[src/hdl/sensor_ctrl_pkg.sv]
// Shared constants, types and helper functions of the sensor rate and mode control block.
package sensor_ctrl_pkg;

  // ==========================================================================
  // Register map
  localparam logic [7:0] CONTROL_ONE_ADDR = 8'h2a;
  localparam logic [7:0] CONTROL_TWO_ADDR = 8'h2b;
  localparam logic [7:0] CONTROL_ONE_RESET = 8'h08;
  localparam logic [7:0] CONTROL_TWO_RESET = 8'h00;
  // The soft-reset bit and the reserved bit are not stored, so both read as zero.
  localparam logic [7:0] CONTROL_TWO_WMASK = 8'h9f;
  localparam logic [7:0] UNMAPPED_DATA = 8'h00;

  // ==========================================================================
  // Field positions of control_one and control_two
  localparam int ACTIVE_BIT = 0;
  localparam int FAST_READ_BIT = 1;
  localparam int LOW_NOISE_BIT = 2;
  localparam int RATE_SEL_LSB = 3;
  localparam int SLEEP_RATE_LSB = 6;
  localparam int SELFCHECK_EN_BIT = 7;

  // ==========================================================================
  // Output data addresses walked by the burst pointer
  localparam logic [7:0] ACC_X_HIGH = 8'h01;
  localparam logic [7:0] ACC_Y_HIGH = 8'h03;
  localparam logic [7:0] ACC_Z_HIGH = 8'h05;
  localparam logic [7:0] ACC_Z_LOW = 8'h06;
  localparam logic [7:0] MAG_X_HIGH = 8'h33;
  localparam logic [7:0] MAG_Y_HIGH = 8'h35;
  localparam logic [7:0] MAG_Z_HIGH = 8'h37;
  localparam logic [7:0] MAG_Z_LOW = 8'h38;
  localparam logic [7:0] PTR_STEP_ONE = 8'h01;
  localparam logic [7:0] PTR_STEP_TWO = 8'h02;

  // ==========================================================================
  // Full-scale range codes
  localparam logic [1:0] RANGE_2G = 2'b00;
  localparam logic [1:0] RANGE_4G = 2'b01;
  localparam logic [1:0] RANGE_8G = 2'b10;

  // ==========================================================================
  // Timing: every rate is a whole multiple of the 800 Hz base period.
  localparam int CLK_PERIOD_NS = 40;
  localparam int BASE_PERIOD_NS = 1250000;
  localparam int BASE_PERIOD_CYC = BASE_PERIOD_NS / CLK_PERIOD_NS;
  localparam int BASE_CNT_W = 16;
  localparam int MULT_W = 11;

  // ==========================================================================
  // Types
  typedef struct packed {
    logic wr;
    logic rd;
    logic [7:0] addr;
    logic [7:0] wdata;
  } reg_req_t;

  typedef struct packed {
    logic [7:0] control_one;
    logic [7:0] control_two;
    logic [7:0] rdata;
    logic [BASE_CNT_W-1:0] base_cnt;
    logic [MULT_W-1:0] mult_cnt;
    logic [MULT_W-1:0] mult;
    logic tick;
    logic low_noise;
    logic [1:0] range_limit;
    logic [7:0] ptr;
  } state_t;

  // ==========================================================================
  // Functions
  // Wake rate code to period in base periods: 800 Hz down to 1.5625 Hz.
  function automatic logic [MULT_W-1:0] rate_mult(input logic [2:0] code);
    case (code)
      3'h0: rate_mult = 11'h001;
      3'h1: rate_mult = 11'h002;
      3'h2: rate_mult = 11'h004;
      3'h3: rate_mult = 11'h008;
      3'h4: rate_mult = 11'h010;
      3'h5: rate_mult = 11'h040;
      3'h6: rate_mult = 11'h080;
      default: rate_mult = 11'h200;
    endcase
  endfunction

  // Sleep rate code to period in base periods: 50 Hz down to 1.56 Hz.
  function automatic logic [MULT_W-1:0] sleep_mult(input logic [1:0] code);
    case (code)
      2'h0: sleep_mult = 11'h010;
      2'h1: sleep_mult = 11'h040;
      2'h2: sleep_mult = 11'h080;
      default: sleep_mult = 11'h200;
    endcase
  endfunction

  // Next burst address; the fast walk visits high bytes only.
  function automatic logic [7:0] ptr_next(input logic [7:0] p, input logic fast,
                                          input logic link);
    ptr_next = p + PTR_STEP_ONE;
    if (fast) begin
      case (p)
        ACC_X_HIGH, ACC_Y_HIGH, MAG_X_HIGH, MAG_Y_HIGH: ptr_next = p + PTR_STEP_TWO;
        ACC_Z_HIGH: ptr_next = link ? MAG_X_HIGH : ACC_X_HIGH;
        MAG_Z_HIGH: ptr_next = ACC_X_HIGH;
        default: ptr_next = p + PTR_STEP_ONE;
      endcase
    end else begin
      case (p)
        ACC_Z_LOW: ptr_next = link ? MAG_X_HIGH : p + PTR_STEP_ONE;
        MAG_Z_LOW: ptr_next = link ? ACC_X_HIGH : p + PTR_STEP_ONE;
        default: ptr_next = p + PTR_STEP_ONE;
      endcase
    end
  endfunction

endpackage

[src/hdl/sensor_rate_mode_control.sv]
// Control registers, sample-rate divider and burst pointer of the sensor block.
`timescale 1ns/1ps

// Notes on behaviour
// - Sleep rate field picks 50, 12.5, 6.25 or 1.56 Hz while asleep.
// - While auto-sleeping, the sleep rate replaces the normal rate everywhere.
// - Hybrid operation halves the sleep sample rate.
// - Three-bit rate field picks 800 Hz down to 1.5625 Hz.
// - Hybrid operation halves the selected output rate.
// - Active bit set means measuring; reset clears it to standby.
// - Low-noise bit doubles gain, allowed only in 2 g or 4 g range.
// - In low-noise mode range tops at 4 g; higher thresholds never cross.
// - Quick-read set gives only the high byte of each axis.
// - Quick-read bursts skip the low-byte addresses of every axis.
// - Hybrid, quick-read and auto-increment: 6-byte burst returns all high bytes.
// - Quick-read bit changes only while FIFO mode field is zero.
// - Hybrid auto-increment without quick-read: 12-byte burst from 0x01 returns all.
module sensor_rate_mode_control #(
  parameter int BASE_CYCLES = sensor_ctrl_pkg::BASE_PERIOD_CYC
) (
  // Clock and reset
  input wire logic REF_CLK,
  input wire logic RST_N,
  // Register port from the serial bus engine
  input wire sensor_ctrl_pkg::reg_req_t REG_REQ,
  output logic [7:0] REG_RDATA,
  // System context
  input wire logic SLEEP_STATE,
  input wire logic HYBRID_EN,
  input wire logic HYB_AUTOINC,
  input wire logic [1:0] FIFO_MODE,
  input wire logic [1:0] FSR_SEL,
  // Burst address pointer
  input wire logic BURST_LOAD,
  input wire logic [7:0] BURST_ADDR,
  input wire logic BURST_ADV,
  output logic [7:0] BURST_PTR,
  // Mode and rate outputs
  output logic ACTIVE,
  output logic FAST_READ,
  output logic LOW_NOISE,
  output logic [1:0] RANGE_LIMIT,
  output logic SELFCHECK_EN,
  output logic [7:0] CONTROL_TWO,
  output logic [10:0] RATE_PERIOD,
  output logic SAMPLE_TICK
);

  // ==========================================================================
  // State
  sensor_ctrl_pkg::state_t s;
  sensor_ctrl_pkg::state_t next_s;
  logic [sensor_ctrl_pkg::MULT_W-1:0] eff_mult;
  logic link;

  always_comb begin
    next_s = s;
    link = HYBRID_EN & HYB_AUTOINC;
    eff_mult = SLEEP_STATE ?
      sensor_ctrl_pkg::sleep_mult(s.control_one[sensor_ctrl_pkg::SLEEP_RATE_LSB +: 2]) :
      sensor_ctrl_pkg::rate_mult(s.control_one[sensor_ctrl_pkg::RATE_SEL_LSB +: 3]);
    if (HYBRID_EN) begin
      eff_mult = {eff_mult[sensor_ctrl_pkg::MULT_W-2:0], 1'b0};
    end

    // ========================================================================
    // Register writes
    // Standby is not enforced on writes; the host keeps that ordering itself.
    if (REG_REQ.wr && REG_REQ.addr == sensor_ctrl_pkg::CONTROL_ONE_ADDR) begin
      next_s.control_one = REG_REQ.wdata;
      if (FIFO_MODE != 2'b00) begin
        next_s.control_one[sensor_ctrl_pkg::FAST_READ_BIT] =
          s.control_one[sensor_ctrl_pkg::FAST_READ_BIT];
      end
    end
    if (REG_REQ.wr && REG_REQ.addr == sensor_ctrl_pkg::CONTROL_TWO_ADDR) begin
      next_s.control_two = REG_REQ.wdata & sensor_ctrl_pkg::CONTROL_TWO_WMASK;
    end

    // ========================================================================
    // Register reads
    if (REG_REQ.rd) begin
      case (REG_REQ.addr)
        sensor_ctrl_pkg::CONTROL_ONE_ADDR: next_s.rdata = s.control_one;
        sensor_ctrl_pkg::CONTROL_TWO_ADDR: next_s.rdata = s.control_two;
        default: next_s.rdata = sensor_ctrl_pkg::UNMAPPED_DATA;
      endcase
    end

    // ========================================================================
    // Gain mode
    // low-noise only below 8 g
    next_s.low_noise = s.control_one[sensor_ctrl_pkg::LOW_NOISE_BIT] &&
                       FSR_SEL != sensor_ctrl_pkg::RANGE_8G;
    next_s.range_limit = (next_s.low_noise && FSR_SEL != sensor_ctrl_pkg::RANGE_2G) ?
                         sensor_ctrl_pkg::RANGE_4G : FSR_SEL;

    // ========================================================================
    // Sample tick divider
    next_s.tick = 1'b0;
    next_s.mult = eff_mult;
    if (!s.control_one[sensor_ctrl_pkg::ACTIVE_BIT] || eff_mult != s.mult) begin
      next_s.base_cnt = '0;
      next_s.mult_cnt = '0;
    end else if (s.base_cnt == sensor_ctrl_pkg::BASE_CNT_W'(BASE_CYCLES - 1)) begin
      next_s.base_cnt = '0;
      if (s.mult_cnt == s.mult - 11'h001) begin
        next_s.mult_cnt = '0;
        next_s.tick = 1'b1;
      end else begin
        next_s.mult_cnt = s.mult_cnt + 11'h001;
      end
    end else begin
      next_s.base_cnt = s.base_cnt + 16'h0001;
    end

    // ========================================================================
    // Burst pointer
    if (BURST_LOAD) begin
      next_s.ptr = BURST_ADDR;
    end else if (BURST_ADV) begin
      next_s.ptr = sensor_ctrl_pkg::ptr_next(s.ptr,
                     s.control_one[sensor_ctrl_pkg::FAST_READ_BIT], link);
    end
  end

  always_ff @(posedge REF_CLK or negedge RST_N) begin
    if (!RST_N) begin
      s <= '{control_one: sensor_ctrl_pkg::CONTROL_ONE_RESET,
             control_two: sensor_ctrl_pkg::CONTROL_TWO_RESET,
             rdata: 8'h00, base_cnt: 16'h0000, mult_cnt: 11'h000,
             mult: 11'h002, tick: 1'b0, low_noise: 1'b0,
             range_limit: 2'b00, ptr: 8'h00};
    end else begin
      s <= next_s;
    end
  end

  // ==========================================================================
  // Outputs
  assign REG_RDATA = s.rdata;
  assign BURST_PTR = s.ptr;
  assign ACTIVE = s.control_one[sensor_ctrl_pkg::ACTIVE_BIT];
  assign FAST_READ = s.control_one[sensor_ctrl_pkg::FAST_READ_BIT];
  assign LOW_NOISE = s.low_noise;
  assign RANGE_LIMIT = s.range_limit;
  assign SELFCHECK_EN = s.control_two[sensor_ctrl_pkg::SELFCHECK_EN_BIT];
  assign CONTROL_TWO = s.control_two;
  assign RATE_PERIOD = s.mult;
  assign SAMPLE_TICK = s.tick;
endmodule // sensor_rate_mode_control

[config.mk]
export PLATFORM = sky130hd
export DESIGN_NAME = sensor_rate_mode_control
export DESIGN_NICKNAME = d
export VERILOG_FILES = /design/src/hdl/sensor_ctrl_pkg.sv /design/src/hdl/sensor_rate_mode_control.sv
export SDC_FILE = /design/constraint.sdc
export NUM_CORES = 1
export LEC_CHECK = 0
export BUFFER_PORTS_ARGS = -buffer_cell sky130_fd_sc_hd__buf_2
export CELL_PAD_IN_SITES_DETAIL_PLACEMENT = 0
export CELL_PAD_IN_SITES_GLOBAL_PLACEMENT = 1
export CORE_UTILIZATION = 46
export CTS_CLUSTER_DIAMETER = 30
export DETAILED_ROUTE_END_ITERATION = 12
export GPL_ROUTABILITY_DRIVEN = 0
export PLACE_DENSITY = 0.88
export SETUP_SLACK_MARGIN = 0.02
export SLEW_MARGIN = 20
export SYNTH_ARGS = -nofsm -noshare
export SYNTH_HDL_FRONTEND = slang
export SYNTH_SLANG_ARGS = --single-unit
[constraint.sdc]
create_clock -name REF_CLK -period 5.6 [get_ports REF_CLK]
set_input_delay 1.12 -clock REF_CLK [delete_from_list [all_inputs] [get_ports REF_CLK]]
set_output_delay 1.12 -clock REF_CLK [all_outputs]
set_load 0.1 [all_outputs]
# [Word level (Yosys, flattened, before mapping)]
# Index checks and enable logic that the tools add are counted.
[op_classes] add_sub_neg=5 eq_ne=22 n_reduce_logical=14 n_mux=21 bitwise_logic=2
[ops] cell="$pmux 10 s7" count=1
[ops] cell="$eq 8x6->1 const B" count=6
[ops] cell="$mux 11" count=4
[ops] cell="$mux 8" count=5
[ops] cell="$pmux 8 s2" count=2
[ops] cell="$pmux 10 s3" count=1
[ops] cell="$mux 27" count=1
[ops] cell="$pmux 8 s3" count=1
[ops] cell="$add 16x1->16 const B" count=1
[ops] cell="$eq 16x15->1 const B" count=1
[ops] cell="$eq 8x3->1 const B" count=2
[ops] cell="$mux 16" count=1
[ops] cell="$add 11x1->11 const B" count=1
[ops] cell="$eq 11x11->1" count=1
[ops] cell="$ne 11x11->1" count=1
[ops] cell="$sub 11x1->11 const B" count=1
[ops] cell="$eq 3x3->1 const B" count=3
[ops] cell="$add 8x1->8 const B" count=1
[ops] cell="$add 8x2->8 const B" count=1
[ops] cell="$eq 8x1->1 const B" count=1
[ops] cell="$eq 8x2->1 const B" count=1
[ops] cell="$reduce_bool 2->1" count=4
[ops] cell="$eq 3x2->1 const B" count=2
[ops] cell="$mux 6" count=1
[ops] cell="other kinds (15)" count=20
[totals] output_inout_bits=42 regBits=72 elab_cells=75

# [Depth between registers and ports, before layout]
# Gate-level depths: netlist of the first run.
[depth] ltp_word=7 ltp_mapped=9 ltp_nobuf=8

# [Worst setup path before layout of the first run]
# OpenSTA, ideal clock, no wires.
[synth_timing] path_type="input -> register" start="in SLEEP_STATE" end="reg s[30] (netlist name)" path_buffers=2 path_slack_ps=2337 arrival_time_ps=3176 path_stages=8 setup_ps=86 cell_sequence="buf_2 -> or4b_1 -> a21oi_1 -> o21ai_0 -> a2111oi_2 -> nand4_1 -> clkbuf_1 -> nor3_1"
[synth_via] elab_chain_cells=5 word_cells_on_any_way=6 classes_between="1 x eq/ne; 3 x mux; 2 x reduce/logical"
[synth_rtl] item="start: declaration" line="sensor_rate_mode_control.sv:28" source="input wire logic SLEEP_STATE,"
[synth_rtl] item="$mux 11 *" line="sensor_rate_mode_control.sv:59" source="eff_mult = SLEEP_STATE ?"
[synth_rtl] item="$mux 11 *" line="sensor_rate_mode_control.sv:62" source="if (HYBRID_EN) begin"
[synth_rtl] item="$ne 11x11->1 *" line="sensor_rate_mode_control.sv:102" source="if (!s.control_one[sensor_ctrl_pkg::ACTIVE_BIT] || eff_mult != s.mult) begin"
[synth_rtl] item="$logic_or 1x1->1 *" line="sensor_rate_mode_control.sv:102"
[synth_rtl] item="$mux 27 / $reduce_bool 2->1 (equally long branches)"
[synth_rtl] item="end signal: assignment" line="sensor_rate_mode_control.sv:129" source="s <= '{control_one: sensor_ctrl_pkg::CONTROL_ONE_RESET,"
[synth_rtl] item="end signal: assignment" line="sensor_rate_mode_control.sv:135" source="s <= next_s;"
[synth_rtl] item="end: declaration" line="sensor_rate_mode_control.sv:51" source="sensor_ctrl_pkg::state_t s;"
# Every way passes the cells marked *; elsewhere a longest branch is shown, timed or not.
# A chain may end at the register's enable or synchronous reset.

# [Worst setup path after layout of the first run]
[layout_timing] start="in SLEEP_STATE" end="reg s[28] (netlist name)"
# The elaborated chain is that of the path after synthesis.

==> results of run 1 <==
per-stage QoR:
stage	cells	hold WS [ns]	total power, mW	area (µm²)
2_1_floorplan	512	0.460	0.820	4610
3_5_place_dp	662	0.506	0.868	4800
5_1_grt	678	0.556	1.41	5040
4_1_cts	678	0.518	1.36	5040
6_report	678	0.519	1.35	5040
3_3_place_gp	662	0.502	0.862	4800
placed cells by master, fill, tap and decap left out, types with 3 or more instances in the layout:
| cell type | instances |
|---|---|
| or3_1 | 4 |
| dfrtp_1 | 70 |
| o21a_1 | 5 |
| o32ai_1 | 3 |
| mux2_2 | 13 |
| xnor2_1 | 15 |
| a21boi_0 | 4 |
| nand3b_1 | 3 |
| inv_1 | 32 |
| nand3_1 | 20 |
| and3_1 | 10 |
| xor2_1 | 24 |
| clkbuf_8 | 12 |
| a2bb2oi_1 | 5 |
| buf_2 | 76 |
| o211ai_1 | 3 |
| a31oi_1 | 5 |
| and4_1 | 3 |
| nor4_1 | 5 |
| nor4bb_1 | 3 |
| o22ai_1 | 7 |
| nand2_1 | 38 |
| nor2_1 | 31 |
| o21ai_0 | 25 |
| ha_1 | 9 |
| nor2b_1 | 9 |
| and2_1 | 5 |
| a21oi_1 | 19 |
| nand4_1 | 13 |
| nor3_1 | 16 |
how the worst min path moves through the flow:
stage	startpoint	end	slack, ns	depth (start not counted)
6_report	s[68]$_DFFE_PN0P_	RANGE_LIMIT[1]$_DFF_PN0_	0.52	1
5_1_grt	REG_RDATA[0]$_DFFE_PN0P_	REG_RDATA[0]$_DFFE_PN0P_	0.56	2
4_1_cts	s[68]$_DFFE_PN0P_	RANGE_LIMIT[1]$_DFF_PN0_	0.52	1
3_5_place_dp	s[68]$_DFFE_PN0P_	RANGE_LIMIT[1]$_DFF_PN0_	0.51	1
3_3_place_gp	s[68]$_DFFE_PN0P_	RANGE_LIMIT[1]$_DFF_PN0_	0.50	1
2_1_floorplan	s[68]$_DFFE_PN0P_	RANGE_LIMIT[1]$_DFF_PN0_	0.46	1
per-layer routing:
layer / up-vias / routed length [µm]
met2: 99 / 5150
li1: 1833 / -
met1: 1853 / 4670
met3: 14 / 486
met5: - / 0
met4: 0 / 167
sequential cells by signal (all words and copies together) (netlist names):
name and flops:
REG_RDATA 8, FAST_READ 1, LOW_NOISE 1, ACTIVE 1, s 33, SAMPLE_TICK 1
CONTROL_TWO 6, BURST_PTR 8, RATE_PERIOD 11, RANGE_LIMIT 2
layout make-up:
class | instances | area share (%)
multi-input combinational | 348 | 46.0
sequential | 72 | 35.8
timing repair buffer | 77 | 7.70
tap | 133 | 3.30
clock buffer | 12 | 3.28
inverter | 32 | 2.38
clock inverter | 4 | 1.49
power groups by stage:
stage,sequential [mW],clock (mW),combinational [mW]
3_3_place_gp,0.581,0,0.281
5_1_grt,0.577,0.523,0.310
2_1_floorplan,0.573,0,0.246
3_5_place_dp,0.582,0,0.286
4_1_cts,0.572,0.504,0.287
6_report,0.573,0.494,0.286
logic make-up after synthesis:
kind of cell / share of synthesized area, %
compound gates: 15.7
xor+xnor: 7.41
buf+inv: 10.7
flops: 39.1
other cells: 0.0813
simple gates: 21.2
fa+ha+maj: 2.44
mux: 3.39
==> results.json, run 1 <==
{
  "met3_usage_pct": 5.13,
  "clk_pin_slew_ns": 0.08,
  "antenna_found_initial": 0,
  "clkPwrFrac_pct": 36.5,
  "pin_count": 79,
  "internal-power_uw": 900,
  "num_vias": 3799,
  "finish.utilization_pct": 51.8,
  "power.density_nw_per_um2": 269,
  "final-setup-viol-count": 0,
  "nFillCells": 937,
  "r2r_cells": 6,
  "ys_seq_area_share_pct": 39.1,
  "r2r_slack_ns": 2.44,
  "grtUsageMet1_pct": 28.2,
  "cp_slowest_stage_delay_ns": 0.69,
  "power.switching_uw": 454,
  "switching_share_pct": 33.5,
  "numPortBuffers": 76,
  "cts_buffers": 9,
  "cpLargestDelayFamily": "simple AND/OR/NAND/NOR gates",
  "hold_class": "reg -> reg",
  "maxCapViolations": 0,
  "seqCellArea_um2": 1800,
  "pre_cts_ws_ns": 1.73,
  "synth_top_area_share_pct": 38.0,
  "synth-edff-count": 0,
  "fmax_mhz": 285,
  "synth_common_cells": "dfrtp_1 (70), buf_4 (38), nand2_1 (38)",
  "ys_ff_latch": 72,
  "worst_setup_path_end_kind": "flop",
  "initial_core_util_pct": 47.4,
  "fp.dieW_um": 102,
  "worstSetupStartpoint": "SLEEP_STATE",
  "crit_chain": "buf_2 > or4b_1 > a21oi_1 > o21ai_0 > a2111oi_2 > nand4_1 > nor3_1",
  "path_max_fanout": 18,
  "drt_wl_total_um": 10500,
  "wire_per_inst_um": 15.4,
  "grt_pass1_vias": 3766,
  "critical_path_depth": 7,
  "maxSlewViolCount": 0,
  "synth.lib_cells_used.distinct": 70,
  "finalNetCount": 586,
  "overflow": 0,
  "r2r_start": "s[71]$_DFFE_PN0P_",
  "synth.avg_cell_area_um2": 9.02,
  "status": "finished, final reports clean",
  "syn_to_final_growth_pct": 9.25,
  "fp.dieH_um": 102,
  "peakVddDrop_v": 0.000139,
  "rsz0062_at_grt": "no",
  "cts_setup_buffers": 0,
  "root_buffer": "clkbuf_8",
  "cts_resized": 0,
  "max-slew-margin-rel_pct": 33.1,
  "path_buf_inv": 1,
  "fin_crit_ns": 3.51,
  "dieArea_um2": 10400,
  "grt_use_total_pct": 22.3,
  "pwr-share-comb_pct": 21.2,
  "post-route-drc-count": 0,
  "layout_setup_ws_ns": 2.09,
  "drive_gt1_share_pct": 21.7,
  "synthCells": 511,
  "synth_top_area_cell": "dfrtp_1",
  "ant_nets": 0,
  "worst-setup-path-type": "in -> reg",
  "num_rows": 36,
  "skew_ns": 0.00846,
  "core_um2": 9730,
  "p_leak_nw": 2.28,
  "worst_pin_slew_ns": 0.994,
  "crit_end": "s[28]$_DFFE_PN0P_",
  "cp_data_required_time_ns": 5.86,
  "grt_pass1_wl_um": 17900,
  "avgViaCountPerCell": 5.60,
  "cts.sinks": 72,
  "top_usage_layer": "met2",
  "hold_violations": 0,
  "fin_setup_tns_ns": 0,
  "cts_max_path_buffers": 2,
  "ys_warn_count": 0,
  "cts_hold_buf": 0,
  "multi_input_area_um2": 2320,
  "cts_tree": "done",
  "grt_max_degree": 41,
  "clkLatencyLatePin_ns": 0.36,
  "synth_ff_type": "dfrtp_1",
  "diodes": 0,
  "synthArstFlopShare_pct": 100,
  "fin_crit_sh_pct": 62.8,
  "yosysMostFrequentCell": "dfrtp_1",
  "grtUsageMet2_pct": 37.3,
  "hpwl_um": 7480,
  "power_frac_seq_pct": 42.3,
  "slowest_stage": "nand4_1",
  "reg2reg_to": "s[28]$_DFFE_PN0P_",
  "first_pass_iters": 5,
  "syn_area_um2": 4610,
  "synth_area_leaders": "dfrtp_1 (38%), buf_4 (6.2%), xor2_1 (4.6%)",
  "worst_ep_arrival_time_ns": 3.77,
  "htreeDepth": 3,
  "startpoint_type": "primary input",
  "drt-initial-drc-count": 176
}
Power figures use the tool's default switching activity.
==> run 2, diff against run 1 <==
- ABC_AREA: not set -> 1
- CORE_UTILIZATION: 46 -> 37
- PLACE_DENSITY: 0.88 -> 0.8
- clock period: 5.6 -> 3.2 ns (I/O delays scaled with it)
==> run 2 against run 1 <==
Effect of this change: worst setup slack lost 1.4 ns; synthesized cell count is 26% higher; clock skew up 0.0031 ns; largest cell class unchanged; sequential power increased by 74%; final area up 3.3%; critical endpoint is now s[26]$_DFFE_PN0P_; sequential share of layout area is 1.1 points lower; first-iteration DRC count shrank 7.4%; cell count is 26% higher; critical path depth rose by 5; flip-flop and latch count is the same.
==> results.json, run 2 <==
{
  "synth_common_cells": "nand2_1 (167), inv_1 (79), nand3_1 (72)",
  "grt_use_total_pct": 18.1,
  "num_vias": 4059,
  "htreeDepth": 3,
  "layout_setup_ws_ns": 0.674,
  "num_rows": 40,
  "ys_warn_count": 0,
  "synth_top_area_share_pct": 37.7,
  "worst_pin_slew_ns": 0.924,
  "overflow": 0,
  "max-slew-margin-rel_pct": 38.4,
  "numPortBuffers": 76,
  "ant_nets": 0,
  "core_um2": 12100,
  "synth-edff-count": 0,
  "synth_top_area_cell": "dfrtp_1",
  "internal-power_mw": 1.61,
  "grt_pass1_vias": 3914,
  "cts_setup_buffers": 0,
  "cts_tree": "done",
  "hold_violations": 0,
  "startpoint_type": "flop",
  "fin_crit_ns": 2.53,
  "grt_max_degree": 73,
  "rsz0062_at_grt": "no",
  "synthArstFlopShare_pct": 100,
  "switching_share_pct": 36.0,
  "post-route-drc-count": 0,
  "layout_common_cells": "nand2_1 (167), inv_1 (79), buf_2 (75), nand3_1 (72)",
  "first_pass_iters": 5,
  "multi_input_area_um2": 2210,
  "dieArea_um2": 13000,
  "pre_cts_ws_ns": 0.565,
  "slowest_stage": "dfstp_2",
  "path_max_fanout": 11,
  "worst_setup_path_end_kind": "flop",
  "worst-setup-path-type": "reg -> reg",
  "cts_max_path_buffers": 2,
  "cp_slowest_stage_delay_ns": 0.60,
  "fin_setup_tns_ns": 0,
  "fp.dieH_um": 114,
  "fmax_mhz": 396,
  "fp.dieW_um": 114,
  "cts_resized": 0,
  "cp_data_required_time_ns": 3.47,
  "pin_count": 79,
  "power.density_nw_per_um2": 483,
  "synth_area_leaders": "dfrtp_1 (38%), nand2_1 (13%), nand3_1 (7.7%)",
  "path_buf_inv": 1,
  "avgViaCountPerCell": 4.75,
  "initial_core_util_pct": 38.4,
  "wire_per_inst_um": 12.6,
  "drt_wl_total_um": 10800,
  "grt_pass1_wl_um": 18500,
  "synthCells": 642,
  "cts.sinks": 72,
  "yosysMostFrequentCell": "nand2_1",
  "synth.lib_cells_used.distinct": 36,
  "hpwl_um": 8170,
  "worst_ep_arrival_time_ns": 2.80,
  "maxSlewViolCount": 0,
  "largest-register": "s",
  "clk_pin_slew_ns": 0.07,
  "cts_hold_buf": 0,
  "p_leak_nw": 2.76,
  "status": "finished, final reports clean",
  "pwr-share-comb_pct": 21.7,
  "finish.utilization_pct": 43.0,
  "crit_chain": "inv_1 > nor2_1 > nand2_1 > nand2_2 > nand2_1 > nand2_1 > nand2_1 > nor2_1 > nand3_2 > nor3_2 > nand3_1 > nand2_1",
  "antenna_found_initial": 0,
  "cts_buffers": 9,
  "seqCellArea_um2": 1800,
  "syn_area_um2": 4650,
  "hold_class": "in -> async",
  "layout_commonest_cell": "nand2_1",
  "ys_seq_area_share_pct": 38.8,
  "synth_ff_type": "dfrtp_1",
  "fin_area_um2": 5200,
  "peakVddDrop_v": 0.000312,
  "drt-initial-drc-count": 163,
  "clkLatencyLatePin_ns": 0.34,
  "root_buffer": "clkbuf_16",
  "cpLargestDelayFamily": "simple AND/OR/NAND/NOR gates",
  "finalNetCount": 728,
  "skew_ns": 0.0116,
  "diodes": 0,
  "power.switching_uw": 904,
  "largest_reg_flops": 33,
  "synth.avg_cell_area_um2": 7.25,
  "fin_crit_sh_pct": 79.0,
  "cp_common_cell": "nand2_1",
  "place_area_um2": 4920,
  "maxCapViolations": 0,
  "syn_to_final_growth_pct": 11.9,
  "drive_gt1_share_pct": 16.4,
  "power_frac_seq_pct": 39.7,
  "clkPwrFrac_pct": 38.6,
  "final-setup-viol-count": 0,
  "ys_ff_latch": 72,
  "nFillCells": 1294
}
==> run 2: per-stage QoR <==
stage	power, mW	hold WS (ns)	cells
6_report	2.51	0.423	855
3_3_place_gp	1.56	0.461	839
3_5_place_dp	1.56	0.467	839
4_1_cts	2.55	0.462	855
5_1_grt	2.63	0.466	855
2_1_floorplan	1.47	0.344	643
==> run 2: final cells by class <==
| class | instances | share of cell area, % |
|---|---|---|
| multi-input cells | 442 | 42.5 |
| flip-flops and latches | 72 | 34.7 |
| repair buffers | 77 | 7.50 |
| inverters | 80 | 5.77 |
| clock buffers | 9 | 4.33 |
| well taps | 168 | 4.04 |
| clock inverters | 7 | 1.20 |
==> run 2: worst paths after layout <==
| kind | startpoint | to | slack [ns] | cells after the start |
|---|---|---|---|---|
| setup / recovery | s[69]$_DFFE_PN1P_ | s[26]$_DFFE_PN0P_ | 0.67 | 12 |
| max in group asynchronous | RST_N | s[73]$_DFFE_PN0P_ | 2.17 | 1 |
| hold reg to reg | REG_RDATA[3]$_DFFE_PN0P_ | REG_RDATA[3]$_DFFE_PN0P_ | 0.48 | 2 |
| setup reg to reg | s[69]$_DFFE_PN1P_ | s[26]$_DFFE_PN0P_ | 0.67 | 12 |
| hold / removal | RST_N | RATE_PERIOD[4]$_DFF_PN0_ | 0.42 | 1 |
| min in group REF_CLK | FSR_SEL[0] | RANGE_LIMIT[0]$_DFF_PN0_ | 0.48 | 1 |
==> run 2: power groups by stage <==
| stage | registers (mW) | clock network (mW) | logic, mW |
|---|---|---|---|
| after floorplan | 1.02 | 0 | 0.454 |
| after detailed placement | 1.02 | 0 | 0.547 |
| final | 0.998 | 0.968 | 0.545 |
| after global placement | 1.01 | 0 | 0.544 |
| after global routing | 1.00 | 1.04 | 0.591 |
| after CTS | 0.998 | 0.999 | 0.549 |
==> run 2: per-layer routing <==
layer	part of all wire, %	global-route usage, %	vias up
met5	0	0	-
met4	1.4	6.49	0
met1	46	23.1	1862
met2	48	29.4	95
li1	-	-	2089
met3	4.6	4.92	13
==> run 2: kinds of logic (layout without fill, tap and decap cells) <==
group / count (synthesis) / count (layout) / share of synthesized area, %
AO/OA/AOI/OAI: 49 / 49 / 5.94
XOR/XNOR: 28 / 28 / 5.27
adder cells (fa/ha/maj): 9 / 9 / 2.42
buffers and inverters: 129 / 173 / 13.8
flip-flops: 72 / 72 / 38.8
multiplexers: 3 / 3 / 0.726
other: 1 / 2 / 0.0806
AND/OR/NAND/NOR: 351 / 351 / 33.0
